`src/rtl/mag_pkg.sv`:
```
// Purpose: Constants and types for the mode-aware address generator.
// Assumes: One core clock; requests come from the decoder and execution pipeline.
// Notes:   The widths of the canonical check follow the implemented linear width.
//
// Behaviour
// 64-bit mode: core segments have zero base
// 32-bit protected addressing caps at FFFFFFFFh
// 16-bit protected addressing caps at FFFFh
// Logical address is selector plus sized offset
// Protected default sizes come from code descriptor
// Prefix overrides size for one instruction only
// Real mode 16-bit default, limit 000FFFFFh
// 64-bit EA: 64-bit base, index, sign-extended displacement
// Truncate EA first, then add full base
// Pointer sizing: 16 keeps upper, 32 zero-extends
// Displacements 32-bit signed except data transfer
// Long mode: 16/32-bit results zero-extend to 64
// Canonical: upper bits all equal implemented top
// 48-bit: bits 63..48 equal bit 47
// Non-canonical reference raises general protection fault
// Non-canonical stack reference raises stack fault
// Push, pop and stack-based bases use stack segment
// Stack base with aux override raises general protection
// 64-bit mode ignores core segment overrides
// No segmented or real model in 64-bit mode
// System management mode uses its own address space
// Wide physical addressing only in protected paging
// Paging off: physical equals linear
// Request carries mode and ids; answer carries fault
package mag_pkg;

  // ****************************************************************
  // Widths and limits
  // ****************************************************************
  localparam int             MAG_AW        = 64;
  localparam int             MAG_LIN_IMPL  = 48;
  localparam int             MAG_PHYS_W    = 36;
  localparam logic [63:0]    MAG_LIM_16    = 64'h0000_0000_0000_ffff;
  localparam logic [63:0]    MAG_LIM_32    = 64'h0000_0000_ffff_ffff;
  localparam logic [63:0]    MAG_LIM_REAL  = 64'h0000_0000_000f_ffff;
  localparam logic [63:0]    MAG_LIM_PHYS  = 64'h0000_000f_ffff_ffff;
  localparam logic [3:0]     MAG_SHIFT_RM  = 4'h4;

  // ****************************************************************
  // Types
  // ****************************************************************
  typedef enum logic [2:0] {
    MAG_MODE_REAL,
    MAG_MODE_PROT,
    MAG_MODE_MGMT,
    MAG_MODE_COMPAT,
    MAG_MODE_LONG64
  } mag_mode_t;

  typedef enum logic [1:0] {
    MAG_SZ_16,
    MAG_SZ_32,
    MAG_SZ_64
  } mag_size_t;

  typedef enum logic [2:0] {
    MAG_SEG_CODE,
    MAG_SEG_DATA,
    MAG_SEG_EXTRA,
    MAG_SEG_STACK,
    MAG_SEG_AUXF,
    MAG_SEG_AUXG
  } mag_seg_t;

  typedef enum logic [1:0] {
    MAG_BASE_OTHER,
    MAG_BASE_STACKPTR,
    MAG_BASE_FRAME
  } mag_basereg_t;

  typedef enum logic [1:0] {
    MAG_FLT_NONE,
    MAG_FLT_GP,
    MAG_FLT_SS
  } mag_fault_t;

  typedef enum logic [1:0] {
    MAG_IP_KEEP,
    MAG_IP_LOAD16,
    MAG_IP_LOAD32,
    MAG_IP_LOAD64
  } mag_ipop_t;

endpackage

```
`src/rtl/mag_canon_if.sv`:
```
`timescale 1ns/10ps
// Purpose: Carries one linear address to the canonical checker and its verdict back.
// Assumes: Purely combinational link inside one clock domain.
// Notes:   Used only between the address generator and its checker.
interface mag_canon_if;
  logic [63:0] lin_addr;
  logic        canon_ok;

  modport gen (output lin_addr, input  canon_ok);
  modport chk (input  lin_addr, output canon_ok);
endinterface

```
`src/rtl/mag_canon_chk.sv`:
```
`timescale 1ns/10ps
// Purpose: Canonical form check of a linear address.
// Assumes: IMPL_W is the implemented linear width, below 64.
// Notes:   Combinational; the generator registers the verdict.
module mag_canon_chk #(
  parameter int IMPL_W = 48
) (
  // Address in, verdict out
  mag_canon_if.chk cif
);
  import mag_pkg::*;

  // Bits 63 down to the top implemented bit must all agree.
  assign cif.canon_ok = (&cif.lin_addr[63:IMPL_W-1]) |
                        ~(|cif.lin_addr[63:IMPL_W-1]);
endmodule // mag_canon_chk

```
`src/rtl/mag_addr_gen.sv`:
```
`timescale 1ns/10ps
// Purpose: Mode-aware effective, linear and physical address generation.
// Assumes: The pipeline holds segment bases and code descriptor size bits and
//          presents one request per valid cycle; paging sits downstream.
// Notes:   One cycle of latency; every request is answered, there is no stall.
module mag_addr_gen
  import mag_pkg::*;
#(
  parameter int LIN_IMPL_W = mag_pkg::MAG_LIN_IMPL
) (
  // Clock and reset
  input  wire logic                  mclk_i,
  input  wire logic                  nrst_i,
  // Mode and defaults
  input  wire mag_pkg::mag_mode_t    mode_i,
  input  wire logic                  cs_default_32_i,
  input  wire logic                  cs_long_i,
  input  wire logic                  paging_en_i,
  // Segment bases held by the pipeline
  input  wire logic [63:0]           seg_base_code_i,
  input  wire logic [63:0]           seg_base_data_i,
  input  wire logic [63:0]           seg_base_extra_i,
  input  wire logic [63:0]           seg_base_stack_i,
  input  wire logic [63:0]           seg_base_auxf_i,
  input  wire logic [63:0]           seg_base_auxg_i,
  input  wire logic [63:0]           mgmt_base_i,
  // Address request
  input  wire logic                  req_valid_i,
  input  wire logic                  asz_override_i,
  input  wire logic                  osz_override_i,
  input  wire logic                  seg_override_i,
  input  wire mag_pkg::mag_seg_t     seg_sel_i,
  input  wire mag_pkg::mag_basereg_t base_id_i,
  input  wire logic                  stack_op_i,
  input  wire logic                  data_xfer_i,
  input  wire logic                  base_en_i,
  input  wire logic [63:0]           base_val_i,
  input  wire logic                  index_en_i,
  input  wire logic [63:0]           index_val_i,
  input  wire logic [1:0]            scale_i,
  input  wire logic [63:0]           disp_i,
  input  wire logic [15:0]           selector_i,
  // Address answer
  output logic                       ans_valid_o,
  output logic [63:0]                eff_addr_o,
  output logic [63:0]                lin_addr_o,
  output logic [63:0]                phys_addr_o,
  output logic                       phys_direct_o,
  output logic [15:0]                selector_o,
  output mag_pkg::mag_seg_t          seg_used_o,
  output mag_pkg::mag_size_t         addr_size_o,
  output mag_pkg::mag_size_t         oper_size_o,
  output logic                       mgmt_sel_o,
  output logic                       fault_o,
  output mag_pkg::mag_fault_t        fault_type_o,
  // Instruction pointer
  input  wire mag_pkg::mag_ipop_t    ip_op_i,
  input  wire logic [63:0]           ip_new_i,
  output logic [63:0]                insn_pointer_64_o
);

  // ****************************************************************
  // Helpers
  // ****************************************************************
  // Cuts a value down to the given address size, zero above.
  function automatic logic [63:0] mag_trunc(input logic [63:0] v, input mag_size_t s);
    case (s)
      MAG_SZ_16: mag_trunc = v & MAG_LIM_16;
      MAG_SZ_32: mag_trunc = v & MAG_LIM_32;
      default:   mag_trunc = v;
    endcase
  endfunction

  // Sign-extends the low 32 bits of a value to 64.
  function automatic logic [63:0] mag_sext32(input logic [63:0] v);
    mag_sext32 = {{32{v[31]}}, v[31:0]};
  endfunction

  // ****************************************************************
  // Size selection
  // ****************************************************************
  mag_size_t asz_c;
  mag_size_t osz_c;
  logic      in64_c;

  assign in64_c = (mode_i == MAG_MODE_LONG64) && cs_long_i;

  // The override flips the size for this request only; nothing is stored.
  always_comb begin
    case (mode_i)
      MAG_MODE_LONG64: begin
        asz_c = asz_override_i ? MAG_SZ_32 : MAG_SZ_64;
        osz_c = osz_override_i ? MAG_SZ_16 : MAG_SZ_32;
      end
      MAG_MODE_PROT,
      MAG_MODE_COMPAT: begin
        // Default sizes follow the running code segment descriptor.
        asz_c = (cs_default_32_i ^ asz_override_i) ? MAG_SZ_32 : MAG_SZ_16;
        osz_c = (cs_default_32_i ^ osz_override_i) ? MAG_SZ_32 : MAG_SZ_16;
      end
      default: begin
        asz_c = asz_override_i ? MAG_SZ_32 : MAG_SZ_16;
        osz_c = osz_override_i ? MAG_SZ_32 : MAG_SZ_16;
      end
    endcase
  end

  // ****************************************************************
  // Segment choice
  // ****************************************************************
  mag_seg_t seg_c;
  logic     stack_ref_c;
  logic     stack_base_c;

  assign stack_base_c = base_en_i &&
                        ((base_id_i == MAG_BASE_STACKPTR) || (base_id_i == MAG_BASE_FRAME));

  always_comb begin
    seg_c = (stack_op_i || stack_base_c) ? MAG_SEG_STACK : MAG_SEG_DATA;
    if (seg_override_i) begin
      if (in64_c) begin
        // Only the two auxiliary overrides survive in 64-bit mode.
        if ((seg_sel_i == MAG_SEG_AUXF) || (seg_sel_i == MAG_SEG_AUXG)) begin
          seg_c = seg_sel_i;
        end
      end else begin
        seg_c = seg_sel_i;
      end
    end
  end

  // A stack override on a non-stack register does not make it a stack reference.
  assign stack_ref_c = (stack_op_i || stack_base_c) && (seg_c == MAG_SEG_STACK);

  // ****************************************************************
  // Segment base
  // ****************************************************************
  logic [63:0] seg_base_c;

  always_comb begin
    case (seg_c)
      MAG_SEG_CODE:  seg_base_c = seg_base_code_i;
      MAG_SEG_EXTRA: seg_base_c = seg_base_extra_i;
      MAG_SEG_STACK: seg_base_c = seg_base_stack_i;
      MAG_SEG_AUXF:  seg_base_c = seg_base_auxf_i;
      MAG_SEG_AUXG:  seg_base_c = seg_base_auxg_i;
      default:       seg_base_c = seg_base_data_i;
    endcase
    if (in64_c && (seg_c != MAG_SEG_AUXF) && (seg_c != MAG_SEG_AUXG)) begin
      seg_base_c = '0;
    end else if (!in64_c && (mode_i != MAG_MODE_MGMT)) begin
      seg_base_c = seg_base_c & MAG_LIM_32;
    end
  end

  // ****************************************************************
  // Effective address
  // ****************************************************************
  logic [63:0] disp_c;
  logic [63:0] index_c;
  logic [63:0] ea_sum_c;
  logic [63:0] ea_c;
  logic [63:0] lin_c;
  logic        limit_err_c;

  // Only the data transfer form may carry a full 64-bit displacement.
  assign disp_c   = (in64_c && data_xfer_i) ? disp_i : mag_sext32(disp_i);
  assign index_c  = index_en_i ? (index_val_i << scale_i) : '0;
  assign ea_sum_c = (base_en_i ? base_val_i : '0) + index_c + disp_c;
  // Truncating before the base is added keeps the 16-bit and 32-bit wrap.
  assign ea_c     = mag_trunc(ea_sum_c, asz_c);

  always_comb begin
    limit_err_c = 1'b0;
    case (mode_i)
      MAG_MODE_LONG64: begin
        lin_c = ea_c + seg_base_c;
      end
      MAG_MODE_COMPAT: begin
        lin_c = mag_trunc(ea_c + seg_base_c, MAG_SZ_32);
      end
      MAG_MODE_PROT: begin
        lin_c = mag_trunc(ea_c + seg_base_c, MAG_SZ_32);
      end
      MAG_MODE_MGMT: begin
        // Addressed like real mode but relative to the private RAM base.
        lin_c = mgmt_base_i + ea_c + ({48'h0, selector_i} << MAG_SHIFT_RM);
      end
      default: begin
        lin_c = ea_c + ({48'h0, selector_i} << MAG_SHIFT_RM);
        limit_err_c = (lin_c > MAG_LIM_REAL);
        lin_c = lin_c & MAG_LIM_REAL;
      end
    endcase
  end

  // ****************************************************************
  // Canonical check
  // ****************************************************************
  mag_canon_if cif ();

  assign cif.lin_addr = lin_c;

  mag_canon_chk #(
    .IMPL_W (LIN_IMPL_W)
  ) u_canon (
    .cif (cif.chk)
  );

  mag_fault_t fault_c;

  always_comb begin
    fault_c = MAG_FLT_NONE;
    if (in64_c && !cif.canon_ok) begin
      fault_c = stack_ref_c ? MAG_FLT_SS : MAG_FLT_GP;
    end else if (limit_err_c) begin
      fault_c = stack_ref_c ? MAG_FLT_SS : MAG_FLT_GP;
    end
  end

  // ****************************************************************
  // Answer registers
  // ****************************************************************
  always_ff @(posedge mclk_i or negedge nrst_i) begin
    if (!nrst_i) begin
      ans_valid_o <= 1'b0;
    end else begin
      ans_valid_o <= req_valid_i;
    end
  end

  always_ff @(posedge mclk_i or negedge nrst_i) begin
    if (!nrst_i) begin
      eff_addr_o    <= '0;
      lin_addr_o    <= '0;
      phys_addr_o   <= '0;
      phys_direct_o <= 1'b0;
      selector_o    <= '0;
      seg_used_o    <= MAG_SEG_DATA;
      addr_size_o   <= MAG_SZ_16;
      oper_size_o   <= MAG_SZ_16;
      mgmt_sel_o    <= 1'b0;
      fault_o       <= 1'b0;
      fault_type_o  <= MAG_FLT_NONE;
    end else if (req_valid_i) begin
      eff_addr_o    <= ea_c;
      lin_addr_o    <= lin_c;
      // Without paging the linear address goes out masked to 36 bits; the wide physical
      // range exists only through paging, which translates downstream.
      phys_addr_o   <= (lin_c & MAG_LIM_PHYS);
      phys_direct_o <= !paging_en_i;
      selector_o    <= selector_i;
      seg_used_o    <= seg_c;
      addr_size_o   <= asz_c;
      oper_size_o   <= osz_c;
      mgmt_sel_o    <= (mode_i == MAG_MODE_MGMT);
      fault_o       <= (fault_c != MAG_FLT_NONE);
      fault_type_o  <= fault_c;
    end
  end

  // ****************************************************************
  // Instruction pointer
  // ****************************************************************
  always_ff @(posedge mclk_i or negedge nrst_i) begin
    if (!nrst_i) begin
      insn_pointer_64_o <= '0;
    end else begin
      case (ip_op_i)
        MAG_IP_LOAD16: insn_pointer_64_o[15:0] <= ip_new_i[15:0];
        MAG_IP_LOAD32: insn_pointer_64_o <= {32'h0, ip_new_i[31:0]};
        MAG_IP_LOAD64: insn_pointer_64_o <= ip_new_i;
        default:       insn_pointer_64_o <= insn_pointer_64_o;
      endcase
    end
  end

endmodule // mag_addr_gen

```
`config.mk`:
```
export PLATFORM = sky130hd
export DESIGN_NAME = mag_addr_gen
export DESIGN_NICKNAME = d
export VERILOG_FILES = /design/src/rtl/mag_pkg.sv /design/src/rtl/mag_canon_if.sv /design/src/rtl/mag_canon_chk.sv /design/src/rtl/mag_addr_gen.sv
export SDC_FILE = /design/constraint.sdc
export NUM_CORES = 1
export LEC_CHECK = 0
export BUFFER_PORTS_ARGS = -buffer_cell sky130_fd_sc_hd__buf_2
export CAP_MARGIN = 20
export CORE_AREA = 2 2 395 397
export CTS_CLUSTER_SIZE = 28
export DETAILED_ROUTE_END_ITERATION = 10
export DIE_AREA = 0 0 397 399
export GPL_ROUTABILITY_DRIVEN = 0
export PLACE_DENSITY_LB_ADDON = 0.12
export SKIP_LAST_GASP = 1
export SLEW_MARGIN = 30
export SYNTH_ARGS = -nofsm -noshare
export SYNTH_HDL_FRONTEND = slang
export SYNTH_SLANG_ARGS = --single-unit
```
`constraint.sdc`:
```
create_clock -name mclk_i -period 1.1 [get_ports mclk_i]
set_input_delay 0.22 -clock mclk_i [delete_from_list [all_inputs] [get_ports mclk_i]]
set_output_delay 0.22 -clock mclk_i [all_outputs]
set_load 0.02 [all_outputs]
```
==> reports/results.txt, run 1 <==
Static leakage: 26.1 nW
Register Area: 0.00551 sq mm
DR pass1 iterations: 5
CP Depth: 33
Share of cells above drive strength 1: 0.520
Post-synthesis mux area share: 0.0961
Design area: 0.0532 sq mm
Critical Path End Type: flip-flop
# fillers: 16400
Final core occ: 0.346
Fmax: 143 MHz
Pre-CTS setup slack: -7.15 ns
Max-cap violation count: 0
CP bufs+invs: 3
R2r setup slk: 0.22 ns
Worst Max-Slew Pin Slew: 0.694 ns
Via/cell ratio: 4.64
DP Area: 0.0473 sq mm
Hold path endpoint: seg_used_o[1]$_DFFE_PN0P_
Worst hold slack: -0.0135 ns
Die Y: 399 microns
Ys flop type: dfrtp_1
Detail Placement HPWL: 163000 microns
Initial antenna violation count: 70
Fin worst setup slack: -5.90 ns
Hold Path Stages: 5
Drt total wl: 188000 microns
CP most frequent cell: ha_4
EDFF count, synth: 0
CORE AREA: 0.154 sq mm
Synth Area in Compound Gates: 0.263
Synth Area in Simple Gates: 0.173
Iter 0 DRT Violations: 2267
Seq/Total Area, Yosys: 0.182
RR Endpoint: eff_addr_o[32]$_DFFE_PN0P_
Clk buf depth: 3
Synth Area in Adders: 0.158
Post-Syn Area: 0.0302 sq mm
Area of the multi-input gates: 0.0265 sq mm
RSZ-0062 raised after global routing: true
Minimum clock period: 7.00 ns
Reg clk slew, reported paths: 0.06 ns
CTS tree: built
Number of global-route vias before repair: 37200
CTS Sinks: 220
Clk_skew: 0 ns
DR vias: 37200
Failing checks: hold timing, setup timing
Total track usage: 0.226
Final slew viol count: 0
Starting Density: 0.196
Rel. slew slack: 0.532
Number of library cell types mapped by synthesis: 111
Total grt overflow: 0
Top-Level Pins: 1030
Die X: 397 microns
Fraction of registers with async set/reset: 1.00
Nets: 7014
Commonest non-fill, non-tap cell in the layout: buf_4
Row count: 144
Die ar.: 0.158 sq mm
Synth warn: 0
Final ANT Viol Nets: 0
Post-synth top area cell: dfrtp_1
Crit path DAT: 7.50 ns
XOR/XNOR Fraction of Synth Area: 0.0525
Critical path class: primary input to flip-flop
PD cells: 1530 mW/mm^2
Share of the synthesized area in the top cell type: 0.182
Commonest non-fill, non-tap cells in the layout: buf_4 (1192), buf_2 (994), nand2_1 (298)
Peak VDD IR: 0.00130 V
CP required: 1.60 ns
R2R Path Start: eff_addr_o[32]$_DFFE_PN0P_
Htree depth: 1
Largest net degree at the start of global routing: 43
Top cells by area, synth: dfrtp_1 (18%), ha_1 (10%), fa_1 (5.5%)
Port Buffers: 1000
Critical-path maximum fanout: 8
Period Utilization, post-route: 6.37
CP startpoint kind: primary input
Mean post-synth cell area: 8.01 sq um
Delay-heaviest family, CP: compound AO/OA/AOI/OAI gates
Fin Setup TNS: -511.06 ns
DRC viols: 0
Synthesized flop and latch total: 220
Status: complete, but fails checks
Cts bufs inserted: 29
Final Setup Violations: 389
Final Hold Vio Count: 1
Worst path slowest cell: fa_1
Layout Area Growth over Synthesis: 76.1%
Routed WL per cell: 23.5 microns
Hold_sp: stack_op_i
Class of the worst hold path: primary input to flip-flop
Gate Count Post-Synth: 3767
Cells on worst reg2reg path: 1
Root buffer cell: clkbuf_16
Clock latency on the worst-skew pair: 0.63 ns
First-pass GRT wire length: 262000 microns
Largest family of logic cells by synthesized area: compound AO/OA/AOI/OAI gates
Max incr delay on CP: 0.52 ns
[synthesized netlist by cell type (42+ instances only)]
master,n
nand2_1,318
nor2_1,313
a21oi_1,282
ha_1,248
inv_1,235
o21ai_0,230
dfrtp_1,219
clkbuf_1,168
mux2_2,144
xnor2_1,112
a21o_1,103
mux2i_1,101
a22oi_1,97
fa_1,83
a221oi_1,72
buf_4,68
nand3_1,66
xor2_1,64
nand4_1,61
nor3_1,59
a31oi_1,56
and2_1,53
o211ai_1,42
[area by class of cell]
class / count / area share
Sequential cell: 220 / 0.104
Clock inverter: 16 / 0.00409
Tap cell: 2044 / 0.0481
Clock buffer: 38 / 0.0148
Antenna cell: 11 / 0.000518
Multi-Input combinational cell: 3057 / 0.498
Timing Repair Buffer: 2394 / 0.314
Inverter: 236 / 0.0170
[per-stage QoR]
| stage | total power [mW] | instances |
|---|---|---|
| floorplan | 38.0 | 3795 |
| global placement | 63.7 | 7760 |
| detailed placement | 63.6 | 7760 |
| CTS | 78.9 | 7959 |
| global route | 86.7 | 8007 |
| finish | 81.1 | 8016 |
[worst max-delay path by stage]
| stage | start | end | slack (ns) |
|---|---|---|---|
| finish | scale_i[0] | fault_o$_DFFE_PN0P_ | -5.90 |
| global route | mode_i[0] | fault_o$_DFFE_PN0P_ | -6.14 |
| CTS | scale_i[0] | fault_o$_DFFE_PN0P_ | -5.81 |
| detailed placement | scale_i[0] | fault_o$_DFFE_PN0P_ | -7.15 |
| global placement | scale_i[0] | fault_type_o[1]$_DFFE_PN0P_ | -7.14 |
| floorplan | scale_i[0] | fault_type_o[1]$_DFFE_PN0P_ | -5.93 |
[kinds of logic after synthesis]
kind of cell             Yosys count
AO/OA/AOI/OAI                   1190
XOR/XNOR                         178
adder cells (fa/ha/maj)          331
buffers and inverters            518
flip-flops                       220
multiplexers                     257
other                              1
AND/OR/NAND/NOR                 1072
[routing by layer]
layer  share of wire  GRT usage  vias to the layer above
met1            0.48      0.325                    17900
met4           0.015     0.0360                       18
li1                -          -                    18100
met5         0.00063          0                        -
met2            0.45      0.359                     1106
met3           0.054     0.0333                      135
[registers in the layout, summed over array words and instances, names as in the netlist]
register / cells
phys_direct_o: 1
fault_type_o: 2
fault_o: 1
mgmt_sel_o: 1
addr_size_o: 2
eff_addr_o: 64
lin_addr_o: 64
seg_used_o: 3
insn_pointer_64_o: 64
ans_valid_o: 1
oper_size_o: 1
selector_o: 16
[power breakdown]
group / internal [mW] / leakage, nW / switching, mW / total [mW]
Combinational: 28.8 / 22.8 / 31.3 / 60.1
Sequential: 9.50 / 2.73 / 1.04 / 10.5
Clock: 6.04 / 0.491 / 4.43 / 10.5
Total: 44.3 / 26.1 / 36.8 / 81.1
[repair_timing]
item                       CTS  global route
setup buffers               63            54
resized for setup          362           252
cloned                       2             0
hold endpoints to repair   306             0
pin swaps                  136           156
setup endpoints to repair  389           389
hold buffers                86             0
Note: power is estimated with default switching activity, not from simulation.
==> run 2: changes to the inputs <==
RECOVER_POWER = 50   (was not set)
==> run 2 against run 1 <==
Effect of this change: the run still ends with hold timing, setup timing left; worst setup slack worse by 0.0028 ns; largest cell class unchanged; core utilization is 0.055 points lower; register-to-register slack hardly changed; flip-flop and latch count stayed put; sequential share of layout area hardly changed; final cell count hardly changed; highest routed layer unchanged; total power hardly changed; non-clock buffer count stayed put; critical path type unchanged.
==> reports/results.txt, run 2 (synthesized netlist as in run 1, its figures left out) <==
Share of cells above drive strength 1: 0.520 (about the same)
Clk_skew: 0 ns (unchanged)
Fmax: 143 MHz (about the same)
Max incr delay on CP: 0.52 ns (about the same)
DR pass1 iterations: 7 (was 5)
Total grt overflow: 0 (unchanged)
Class of the worst hold path: primary input to flip-flop (unchanged)
Root buffer cell: clkbuf_16 (unchanged)
Final Hold Vio Count: 1 (unchanged)
Biggest regs: eff_addr_o x64, insn_pointer_64_o x64, lin_addr_o x64 (unchanged)
Fin worst setup slack: -5.91 ns (was -5.90 ns)
Cts bufs inserted: 29 (unchanged)
Crit path DAT: 7.51 ns (was 7.50 ns)
Clock latency on the worst-skew pair: 0.63 ns (about the same)
RSZ-0062 raised after global routing: true (unchanged)
Static leakage: 26.0 nW (was 26.1 nW)
CTS tree: built (unchanged)
Dpl cells: 7760 (unchanged)
Worst path slowest cell: fa_1 (unchanged)
Critical path class: primary input to flip-flop (unchanged)
Critical-path maximum fanout: 8 (unchanged)
Die ar.: 0.158 sq mm (unchanged)
Via/cell ratio: 4.64 (about the same)
Critical Path End Type: flip-flop (unchanged)
DR vias: 37200 (about the same)
Row count: 144 (unchanged)
Commonest non-fill, non-tap cell in the layout: buf_4 (unchanged)
Clk buf depth: 3 (unchanged)
CP required: 1.60 ns (about the same)
Peak VDD IR: 0.00130 V (about the same)
CP startpoint kind: primary input (unchanged)
Nets: 7014 (unchanged)
DRC viols: 0 (unchanged)
DP Area: 0.0473 sq mm (unchanged)
Worst hold slack: -0.0166 ns (was -0.0135 ns)
Minimum clock period: 7.01 ns (was 7.00 ns)
Top-Level Pins: 1030 (unchanged)
Status: complete, but fails checks (unchanged)
PD cells: 1530 mW/mm^2 (about the same)
Final Setup Violations: 389 (unchanged)
Number of global-route vias before repair: 37200 (unchanged)
First-pass GRT wire length: 262000 microns (unchanged)
Starting Density: 0.196 (unchanged)
Iter 0 DRT Violations: 2180 (was 2267)
Initial antenna violation count: 70 (unchanged)
Worst Max-Slew Pin Slew: 0.704 ns (was 0.694 ns)
Total track usage: 0.226 (unchanged)
CTS Sinks: 220 (unchanged)
Max-cap violation count: 0 (unchanged)
Htree depth: 1 (unchanged)
Die Y: 399 microns (unchanged)
Period Utilization, post-route: 6.37 (about the same)
Failing checks: hold timing, setup timing (unchanged)
CP most frequent cell: ha_4 (unchanged)
CORE AREA: 0.154 sq mm (unchanged)
Routed WL per cell: 23.4 microns (was 23.5 microns)
Detail Placement HPWL: 163000 microns (unchanged)
Commonest non-fill, non-tap cells in the layout: buf_4 (1177), buf_2 (994), nand2_1 (298) (was buf_4 (1192), buf_2 (994), nand2_1 (298))
Post-Layout Cell Count: 8019 (was 8016)
Total power: 81.1 mW (about the same)
Design area: 0.0531 sq mm (was 0.0532 sq mm)
Final slew viol count: 0 (unchanged)
Final core occ: 0.345 (was 0.346)
Port Buffers: 1000 (unchanged)
Rel. slew slack: 0.528 (was 0.532)
Reg clk slew, reported paths: 0.06 ns (about the same)
Die X: 397 microns (unchanged)
Final ANT Viol Nets: 0 (unchanged)
Largest net degree at the start of global routing: 43 (unchanged)
Layout Area Growth over Synthesis: 75.8% (was 76.1%)
Drt total wl: 188000 microns (about the same)
-- run 2: cell count changes in the layout (fill, tap and decap cells not counted), sizes merged --
cell    change
buf        -19
diode       +3
clkbuf     +19
-- run 2: stage by stage --
| stage | setup TNS, ns | setup WS (ns) |
|---|---|---|
| finish | -511.26 | -5.91 |
| global route | -545.15 | -6.14 |
| CTS | -517.70 | -5.81 |
| detailed placement | -560.43 | -7.15 |
| global placement | -558.84 | -7.14 |
| floorplan | -440.93 | -5.93 |
-- run 2: final timing paths --
path | start | endpoint | slack, ns | depth (start not counted)
min | stack_op_i | seg_used_o[1]$_DFFE_PN0P_ | -0.02 | 5
min in group asynchronous | nrst_i | eff_addr_o[3]$_DFFE_PN0P_ | 0.22 | 2
max in group asynchronous | nrst_i | insn_pointer_64_o[62]$_DFFE_PN0P_ | 0.04 | 3
max | scale_i[0] | fault_o$_DFFE_PN0P_ | -5.91 | 33
max reg2reg | eff_addr_o[32]$_DFFE_PN0P_ | eff_addr_o[32]$_DFFE_PN0P_ | 0.22 | 1
min reg2reg | insn_pointer_64_o[26]$_DFFE_PN0P_ | insn_pointer_64_o[26]$_DFFE_PN0P_ | 0.50 | 1
-- run 2: worst max-delay path, delay by kind of cell --
family / cells / cell delay, ns
AOI/OAI and AO/OA: 12 / 2.46
xor gates and xnor gates: 2 / 0.27
adders and majority gates: 4 / 1.49
buffers and inverters: 3 / 0.43
muxes: 1 / 0.30
and+or+nand+nor: 11 / 2.30
-- run 2: area by class of cell --
cell class	count	area (sq um)
tap	2044	2560
timing repair buffer	2394	16600
antenna	14	35.0
multi-input combinational	3057	26500
clock buffer	38	790
clock inverter	16	218
fill	16400	101000
sequential	220	5510
inverter	236	903
-- run 2: repair_timing --
| action | CTS | global route |
|---|---|---|
| hold endpoints to repair | 306 | 0 |
| resized for setup | 362 | 252 |
| hold buffers | 86 | 0 |
| setup endpoints to repair | 389 | 389 |
| setup buffers | 63 | 54 |
| cloned | 2 | 0 |
| pin swaps | 136 | 156 |
-- run 2: layer usage --
metal / global-route usage / part of all wire
met3: 0.0333 / 0.055
met5: 0 / 0.00065
met1: 0.325 / 0.48
met2: 0.359 / 0.45
met4: 0.0360 / 0.015
-- run 2: report_power, final --
group          internal (mW)  switching (mW)
clock network           6.03            4.40
registers               9.50            1.03
logic                   28.7            31.4
total                   44.3            36.8
